===== src/common/input_cal_cfg.svh =====
// constants for the input, pre-emphasis and calibration control registers
// assumes an 8-bit register port addressed by the byte offsets below
`ifndef INPUT_CAL_CFG_SVH
`define INPUT_CAL_CFG_SVH
`define OFS_LANE_PREEMPH_LEVEL      8'h48
`define OFS_INPUT_SEL   8'h60
`define OFS_CAL_EN      8'h61
`define RST_LANE_PREEMPH_LEVEL      8'h00
`define RST_INPUT_SEL   8'h01
`define RST_CAL_EN      8'h01
`define MASK_LANE_PREEMPH_LEVEL     8'h0f
`define MASK_INPUT_SEL  8'h13
`define MASK_CAL_EN     8'h01
`define BIT_PE_EXTRA    3
`define BIT_SWAP        4
`define BIT_CAL_RUN     0
`define NUM_LANES       16
`endif


===== src/common/input_cal_pkg.sv =====
// types for the input, pre-emphasis and calibration control block
// assumes nothing beyond the register port
package input_cal_pkg;
  typedef struct packed {
    logic [7:0] addr;
    logic [7:0] wdata;
    logic       wr;
    logic       rd;
  } reg_req_t;
  typedef struct packed {
    logic [2:0] level;
    logic       extra;
  } preemph_t;
  // effective input routing towards the sampling front end
  typedef enum logic [1:0] {
    ROUTE_A_B    = 2'h0,
    ROUTE_B_A    = 2'h1,
    ROUTE_SOLO_A = 2'h3,
    ROUTE_SOLO_B = 2'h2
  } route_t;
  typedef enum logic [1:0] {
    CAL_HOLD = 2'h0,
    CAL_RUN  = 2'h1
  } cal_state_t;
endpackage : input_cal_pkg


===== src/design/input_cal_ctrl.sv =====
// register bank for lane pre-emphasis, input multiplexer and calibration enable
// assumes a simple synchronous register port and a calibration engine outside
`timescale 1ns/1ns
`include "input_cal_cfg.svh"
module input_cal_ctrl (
  // clock and reset
  input  wire logic                   clk,
  input  wire logic                   rst,
  // register port
  input  wire input_cal_pkg::reg_req_t req,
  output logic [7:0]                  rdata,
  // mode from link format selection
  input  wire logic                   single_mode,
  // calibration engine handshake
  input  wire logic                   cal_done,
  // outputs to the analog and serializer side
  output input_cal_pkg::preemph_t     lane_preemph [`NUM_LANES],
  output input_cal_pkg::route_t       input_route,
  output logic                        solo_interleave,
  output logic                        cal_reset,
  output logic                        div_reset
);
  import input_cal_pkg::*;

  logic [7:0] pe_reg, pe_next;
  logic [7:0] sel_reg, sel_next;
  logic [7:0] cal_reg, cal_next;
  logic [7:0] rdata_reg, rdata_next;
  route_t     route_reg, route_next;
  logic       inter_reg, inter_next;
  logic       calr_reg, calr_next;
  logic       divr_reg, divr_next;
  preemph_t   pe_out_reg [`NUM_LANES];
  preemph_t   pe_out_next;

  // mux selection as software wrote it, translated to a route
  function automatic route_t decode_route(input logic [7:0] sel, input logic solo);
    if (!solo)
      decode_route = sel[`BIT_SWAP] ? ROUTE_B_A : ROUTE_A_B;
    else if (sel[1:0] == 2'h2)
      decode_route = ROUTE_SOLO_B;
    else if (sel[1:0] == 2'h3)
      decode_route = ROUTE_A_B;
    else
      decode_route = ROUTE_SOLO_A; // (reserved code falls to A)
  endfunction : decode_route

  // register writes and read data; reserved bits hold zero so reads show zero
  always_comb
  begin
    pe_next    = pe_reg;
    sel_next   = sel_reg;
    cal_next   = cal_reg;
    rdata_next = 8'h00;
    if (req.wr)
    begin
      case (req.addr)
        `OFS_LANE_PREEMPH_LEVEL:    pe_next  = req.wdata & `MASK_LANE_PREEMPH_LEVEL;
        `OFS_INPUT_SEL: sel_next = req.wdata & `MASK_INPUT_SEL;
        `OFS_CAL_EN:    cal_next = req.wdata & `MASK_CAL_EN;
        default:        ;
      endcase
    end
    if (req.rd)
    begin
      case (req.addr)
        `OFS_LANE_PREEMPH_LEVEL:    rdata_next = pe_reg;
        `OFS_INPUT_SEL: rdata_next = sel_reg;
        `OFS_CAL_EN:    rdata_next = cal_reg;
        default:        rdata_next = 8'h00;
      endcase
    end
  end

  // routing is latched only when a calibration completes, so a mux change
  // waits for the next calibration rather than glitching live samples
  always_comb
  begin
    route_next = route_reg;
    inter_next = inter_reg;
    if (cal_reg[`BIT_CAL_RUN] && cal_done)
    begin
      route_next = decode_route(sel_reg, single_mode);
      inter_next = single_mode && (sel_reg[1:0] == 2'h3);
    end
    calr_next   = ~cal_next[`BIT_CAL_RUN];
    divr_next   = ~cal_next[`BIT_CAL_RUN];
    pe_out_next = '{level: pe_reg[2:0], extra: pe_reg[`BIT_PE_EXTRA]};
  end

  always_ff @(posedge clk or posedge rst)
  begin
    if (rst)
    begin
      pe_reg    <= `RST_LANE_PREEMPH_LEVEL;
      sel_reg   <= `RST_INPUT_SEL;
      cal_reg   <= `RST_CAL_EN;
      rdata_reg <= 8'h00;
      route_reg <= ROUTE_SOLO_A;
      inter_reg <= 1'b0;
      calr_reg  <= 1'b0;
      divr_reg  <= 1'b0;
      for (int i = 0; i < `NUM_LANES; i++)
        pe_out_reg[i] <= '0;
    end
    else
    begin
      pe_reg    <= pe_next;
      sel_reg   <= sel_next;
      cal_reg   <= cal_next;
      rdata_reg <= rdata_next;
      route_reg <= route_next;
      inter_reg <= inter_next;
      calr_reg  <= calr_next;
      divr_reg  <= divr_next;
      for (int i = 0; i < `NUM_LANES; i++)
        pe_out_reg[i] <= pe_out_next;
    end
  end

  assign rdata           = rdata_reg;
  assign lane_preemph    = pe_out_reg;
  assign input_route     = route_reg;
  assign solo_interleave = inter_reg;
  assign cal_reset       = calr_reg;
  assign div_reset       = divr_reg;

  // checks on the register-to-output relations
  property p_lane_level;
    @(posedge clk) disable iff (rst)
      (req.wr && req.addr == `OFS_LANE_PREEMPH_LEVEL) |=> ##1 (lane_preemph[15].level == $past(req.wdata[2:0], 2));
  endproperty
  a_lane_level: assert property (p_lane_level) else $error("lane level wrong");

  property p_lane_extra;
    @(posedge clk) disable iff (rst)
      ##2 (lane_preemph[0].extra == $past(pe_reg[3], 1));
  endproperty
  a_lane_extra: assert property (p_lane_extra) else $error("extra bit wrong");

  property p_swap;
    @(posedge clk) disable iff (rst)
      (cal_reg[0] && cal_done && !single_mode && sel_reg[4]) |=> input_route == ROUTE_B_A;
  endproperty
  a_swap: assert property (p_swap) else $error("swap not applied");

  property p_swap_ignored;
    @(posedge clk) disable iff (rst)
      (cal_reg[0] && cal_done && single_mode) |=> input_route != ROUTE_B_A;
  endproperty
  a_swap_ignored: assert property (p_swap_ignored) else $error("swap in solo");

  property p_solo_b;
    @(posedge clk) disable iff (rst)
      (cal_reg[0] && cal_done && single_mode && sel_reg[1:0] == 2'h2) |=> input_route == ROUTE_SOLO_B;
  endproperty
  a_solo_b: assert property (p_solo_b) else $error("solo b wrong");

  property p_hold_route;
    @(posedge clk) disable iff (rst)
      !(cal_reg[0] && cal_done) |=> $stable(input_route) && $stable(solo_interleave);
  endproperty
  a_hold_route: assert property (p_hold_route) else $error("route moved");

  property p_cal_hold;
    @(posedge clk) disable iff (rst)
      (req.wr && req.addr == `OFS_CAL_EN && !req.wdata[0]) |=> cal_reset ##1 1'b1;
  endproperty
  a_cal_hold: assert property (p_cal_hold) else $error("cal not held");

  property p_div_reset;
    @(posedge clk) disable iff (rst)
      div_reset == cal_reset;
  endproperty
  a_div_reset: assert property (p_div_reset) else $error("dividers out of step");

  c_swap: cover property (@(posedge clk) disable iff (rst) input_route == ROUTE_B_A);
  c_inter: cover property (@(posedge clk) disable iff (rst) solo_interleave);
  c_hold: cover property (@(posedge clk) disable iff (rst) cal_reset ##1 !cal_reset);
endmodule : input_cal_ctrl


===== config.mk =====
export PLATFORM = sky130hd
export DESIGN_NAME = input_cal_ctrl
export DESIGN_NICKNAME = d
export VERILOG_FILES = /design/src/common/input_cal_pkg.sv /design/src/design/input_cal_ctrl.sv
export VERILOG_INCLUDE_DIRS = /design/src /design/src/common
export SDC_FILE = /design/constraint.sdc
export NUM_CORES = 1
export LEC_CHECK = 0
export BUFFER_PORTS_ARGS = -buffer_cell sky130_fd_sc_hd__buf_2
export CORE_MARGIN = 3
export CORE_UTILIZATION = 36
export DETAILED_ROUTE_END_ITERATION = 10
export PLACE_DENSITY = 0.75
export SYNTH_ARGS = -nofsm -noshare
export SYNTH_HDL_FRONTEND = slang
export SYNTH_SLANG_ARGS = --single-unit

===== constraint.sdc =====
create_clock -name clk -period 0.86 [get_ports clk]
set_input_delay 0.172 -clock clk [delete_from_list [all_inputs] [get_ports clk]]
set_output_delay 0.172 -clock clk [all_outputs]
set_load 0.02 [all_outputs]

==> results of run 1 <==
## power by group through the flow
stage               combinational [uW]  clock (uW)  sequential [uW]
floorplan                          557           0             1210
global placement                   599           0             1140
detailed placement                 607           0             1140
CTS                                670         632             1140
global route                       722         684             1150
finish                             676         611             1140
## cell usage after synthesis, drive strengths merged
cell,instances,share of area
and3,3,0.014
nor3b,2,0.020
nor2,2,0.0056
nand4,1,0.0094
nand3,3,0.019
a22oi,2,0.011
and3b,1,0.0075
nor4b,1,0.018
o21ai,3,0.011
a22o,1,0.0066
nand3b,1,0.0056
dfrtp,17,0.32
inv,1,0.0028
dfstp,4,0.079
nor2b,2,0.0094
mux2i,1,0.0075
conb,1,0.0028
a21oi,1,0.0038
nand2,4,0.011
mux2,9,0.076
buf,64,0.36
## what timing repair did
item | 4_1_cts | 5_1_grt
setup endpoints to repair | 87 | 91
hold buffers | 1 | 0
buffers inserted | 1 | 0
endpoints found under the hold margin | 17 | 0
pin swaps | 3 | 4
gates resized for setup | 33 | 4
## worst max path at each step
stage | to | cells past startpoint | start | slack [ns]
after global routing | lane_preemph[23] | 1 | lane_preemph[3]$_DFF_PP0_ | -0.32
after global placement | pe_reg[1]$_DFFE_PP0P_ | 5 | req[17] | -0.39
after CTS | lane_preemph[25] | 1 | lane_preemph[1]$_DFF_PP0_ | -0.29
after floorplan | cal_reg[0]$_DFF_PP1_ | 3 | req[17] | -0.25
final | lane_preemph[29] | 1 | lane_preemph[1]$_DFF_PP0_ | -0.27
after detailed placement | pe_reg[1]$_DFFE_PP0P_ | 5 | req[17] | -0.39
## layout make-up
| type | instances | area (um2) |
|---|---|---|
| clock buffers | 3 | 41.3 |
| clock inverters | 1 | 5.00 |
| fillers | 323 | 1740 |
| inverters | 1 | 3.75 |
| multi-input cells | 40 | 385 |
| flip-flops and latches | 21 | 546 |
| well taps | 46 | 57.6 |
| repair buffers | 106 | 663 |
## layer usage
metal	vias to the layer above	global-route usage	wire length [um]
met2	54	0.176	1190
met5	-	0	0
met3	2	0.0405	267
met4	0	0.0228	15
li1	434	-	-
met1	403	0.117	890
## through the flow
stage	hold slack (ns)	cell area, um2	std cells	utilization	total power [uW]
2_1_floorplan	0.146	1590	126	-	1770
3_3_place_gp	0.192	1500	212	0.436	1740
3_5_place_dp	0.197	1500	212	0.436	1750
4_1_cts	0.138	1690	218	0.491	2440
5_1_grt	0.139	1700	218	0.494	2560
6_report	0.145	1700	218	0.494	2430
## cell families after synthesis
logic type	count (synthesis)	share of synthesized area
flip-flops	21	0.398
buffers and inverters	65	0.363
other	1	0.00281
multiplexers	10	0.0836
AND/OR/NAND/NOR	20	0.119
AO/OA/AOI/OAI	7	0.0329
==> flow_summary.yaml, run 1 <==
worst_setup_path:
  cpPeakStageDelay_ns: 0.53
  cp_top_family: "flip-flops"
  required_ns: 0.69
  r2r_slack_ns: -0.10
  reg2reg_from: "cal_reg[0]$_DFF_PP1_"
  critical_path_class: "flop to output pin"
  r2r_cells: 3
  path_cells: "buf_2"
  cp-start-kind: "flop"
  crit_buf_inv: 1
  arrival_ns: 0.96
  path_max_fanout: 16
  endpoint_kind: "output pin"
  rr_endpoint: "input_route[1]$_DFFE_PP1P_"
  crit_slowest_cell: "dfrtp_4"
route:
  first_pass_iters: 2
  vias: 893
  drtAntennaViolNets: 0
  wl_mm: 2.36
  wl_per_cell_um: 10.8
  drt_iter0_markers: 14
  viasPerCell: 4.10
  drcViolationCount: 0
yosys:
  netlist_area_um2: 1330
  syn_inst: 124
  synth_cell_types: 24
  synth-seq-cells: 21
  avgSynthCellArea_um2: 10.7
  synth-seq-area-share: 0.398
  yosys_warnings: 0
pwr:
  combinationalPowerShare: 0.279
  p_switching_uw: 749
  worst_ir_drop_vdd_uv: 1030
  clkPwrFrac: 0.252
  swShare: 0.309
  p_leak_uw: 0.00101
  powerDensity_nw_per_um2: 1430
  p_seq_frac: 0.469
  p_int_uw: 1680
clock_tree:
  root_buffer: "clkbuf_8"
  numCtsBuffers: 3
  clk_latency_ns: 0.25
  cts_tree: "built"
  htreeDepth: 1
  clk_pin_slew_ns: 0.07
  cts_sinks: 21
  cts_buffer_depth: 2
status:
  violations: "negative setup slack"
  status: "complete, but fails checks"
global_routing:
  grt_pass1_wl_mm: 3.36
  antenna_found_initial: 0
  grt_max_degree: 22
  grt_usage: 0.101
  overflow: 0
  grt_pass1_vias: 729
final_layout:
  final_common_cell: "buf_2"
  drive_above_1_share: 0.808
  final_cell_mix: "80 x buf_2, 14 x buf_6, 13 x dfrtp_1, 10 x buf_4, 7 x mux2_2"
  synthToLayoutAreaGrowth_pct: 27.7
  antenna_cells: 0
  fin_nets: 195
  largest_reg_flops: 5
sta:
  setup_viol: 86
  setup_ws_ns: -0.273
  slew_viol_final: 0
  hold_viol: 0
  fin_skew_ns: 0.00382
  rsz0062_at_grt: "true"
  period_minus_slack_ns: 1.13
  post-route-period-util: 1.32
  tns_ns: -19.08
  clock.fmax_ghz: 0.883
placed_design:
  dp_slack_ns: -0.386
  port_buffers: 92
  gp_congestion: 0.750
  hpwl_mm: 1.92
floorplan:
  io_pins: 99
  die_w_um: 66.8
  core_area_um2: 3440
  rows: 21
  dieArea_um2: 4470
  die_y_um: 66.8
  start_util: 0.387
hold_path:
  hold_class: "input port to flop"
  min_to: "div_reset$_DFF_PP0_"
  hold_start: "req[2]"
  min_path_cells: 2
job:
  maxCapViolCount: 0
Note: power is estimated with default switching activity, not from simulation.
==> run 2: changes to the inputs <==
==> constraint.sdc (replaced) <==
create_clock -name clk -period 0.9 [get_ports clk]
set_input_delay 0.18 -clock clk [delete_from_list [all_inputs] [get_ports clk]]
set_output_delay 0.18 -clock clk [all_outputs]
set_load 0.02 [all_outputs]
==> flow_summary.yaml, run 2 (synthesized netlist as in run 1, its figures left out) <==
status:
  status: "complete, but fails checks"
  violations: "negative setup slack"
worst_setup_path:
  path_max_fanout: 8
  path_cells: "buf_6, buf_4"
  crit_buf_inv: 2
  cp-start-kind: "flop"
  endpoint_kind: "output pin"
  cpPeakStageDelay_ns: 0.42
  crit_slowest_cell: "dfrtp_2"
  required_ns: 0.72
  cp_top_family: "flip-flops"
  arrival_ns: 0.97
  critical_path_class: "flop to output pin"
route:
  wl_per_cell_um: 13.3
  drt_iter0_markers: 2
  wl_mm: 2.93
  drcViolationCount: 0
  viasPerCell: 4.24
  drtAntennaViolNets: 0
  vias: 938
  first_pass_iters: 6
floorplan:
  io_pins: 99
  core_area_um2: 3440
  start_util: 0.387
  rows: 21
  die_y_um: 66.8
  die_w_um: 66.8
  dieArea_um2: 4470
final_layout:
  fin_nets: 198
  multiInputGateArea_um2: 382
  stdcell_area_um2: 1880
  final_cell_mix: "48 x buf_2, 36 x buf_6, 22 x buf_4, 13 x dfrtp_1, 7 x mux2_2"
  final_common_cell: "buf_2"
  drive_above_1_share: 0.800
  seq_area_um2: 536
  antenna_cells: 0
  largest_reg_flops: 5
  fillers: 283
  synthToLayoutAreaGrowth_pct: 41.0
clock_tree:
  clk_latency_ns: 0.26
  cts_buffer_depth: 2
  numCtsBuffers: 3
  clk_pin_slew_ns: 0.07
  root_buffer: "clkbuf_8"
  cts_tree: "built"
  cts_sinks: 21
  htreeDepth: 1
global_routing:
  grt_usage: 0.121
  grt_max_degree: 22
  grt_pass1_wl_mm: 3.96
  antenna_found_initial: 0
  grt_pass1_vias: 807
  overflow: 0
pwr:
  p_leak_uw: 0.00105
  worst_ir_drop_vdd_uv: 508
  powerDensity_nw_per_um2: 1280
  p_total_uw: 2410
sta:
  rsz0062_at_grt: "true"
  slew_viol_final: 0
  tns_ns: -15.29
  fin_skew_ns: 0.00442
  clock.fmax_ghz: 0.870
  setup_ws_ns: -0.249
  period_minus_slack_ns: 1.15
  post-route-period-util: 1.28
  hold_viol: 0
  setup_viol: 84
placed_design:
  gp_congestion: 0.736
  placed_area_um2: 1470
  port_buffers: 92
  hpwl_mm: 2.10
hold_path:
  hold_class: "input port to flop"
job:
  maxCapViolCount: 0
[run 2: layout make-up]
cell class,instances,share of cell area
clock buffer,4,0.0240
multi-input combinational,40,0.203
inverter,1,0.00200
timing repair buffer,109,0.455
tap,46,0.0306
sequential,21,0.285
[run 2: where the power goes]
group          leakage, uW  internal, uW  switching (uW)  total, uW
Clock            0.0000228           315             281        596
Sequential        0.000266          1020            56.4       1080
Combinational     0.000757           340             402        743
Total              0.00105          1670             740       2410
[run 2: routing by layer]
layer	GRT usage	wire length, um
met1	0.129	1010
met2	0.212	1550
met3	0.0287	292
met4	0.0736	83
met5	0	0
[run 2: final timing paths]
check	from	end	slack (ns)	cells after the start
max in group asynchronous	rst	input_route[1]$_DFFE_PP1P_	0.14	4
worst min-delay path	req[6]	sel_reg[4]$_DFFE_PP0P_	0.15	2
worst max-delay path	lane_preemph[0]$_DFF_PP0_	lane_preemph[32]	-0.25	2
worst max register to register	cal_reg[0]$_DFF_PP1_	input_route[1]$_DFFE_PP1P_	-0.05	3
min in group asynchronous	rst	sel_reg[4]$_DFFE_PP0P_	0.50	4
worst min register to register	pe_reg[3]$_DFFE_PP0P_	lane_preemph[0]$_DFF_PP0_	0.40	0
[run 2: timing repair]
action	4_1_cts	5_1_grt
pin swaps	3	4
setup endpoints to repair	89	89
gates resized for setup	32	65
hold buffers	1	0
endpoints found under the hold margin	17	0
setup buffers	2	4
[run 2: per-stage QoR]
| stage | utilization | worst slack [ns] | hold WS [ns] | std cells |
|---|---|---|---|---|
| finish | 0.546 | -0.249 | 0.150 | 221 |
| global route | 0.546 | -0.278 | 0.151 | 221 |
| CTS | 0.484 | -0.232 | 0.149 | 217 |
| detailed placement | 0.428 | -0.417 | 0.225 | 210 |
| global placement | 0.428 | -0.411 | 0.214 | 210 |
| floorplan | - | -0.216 | 0.153 | 126 |
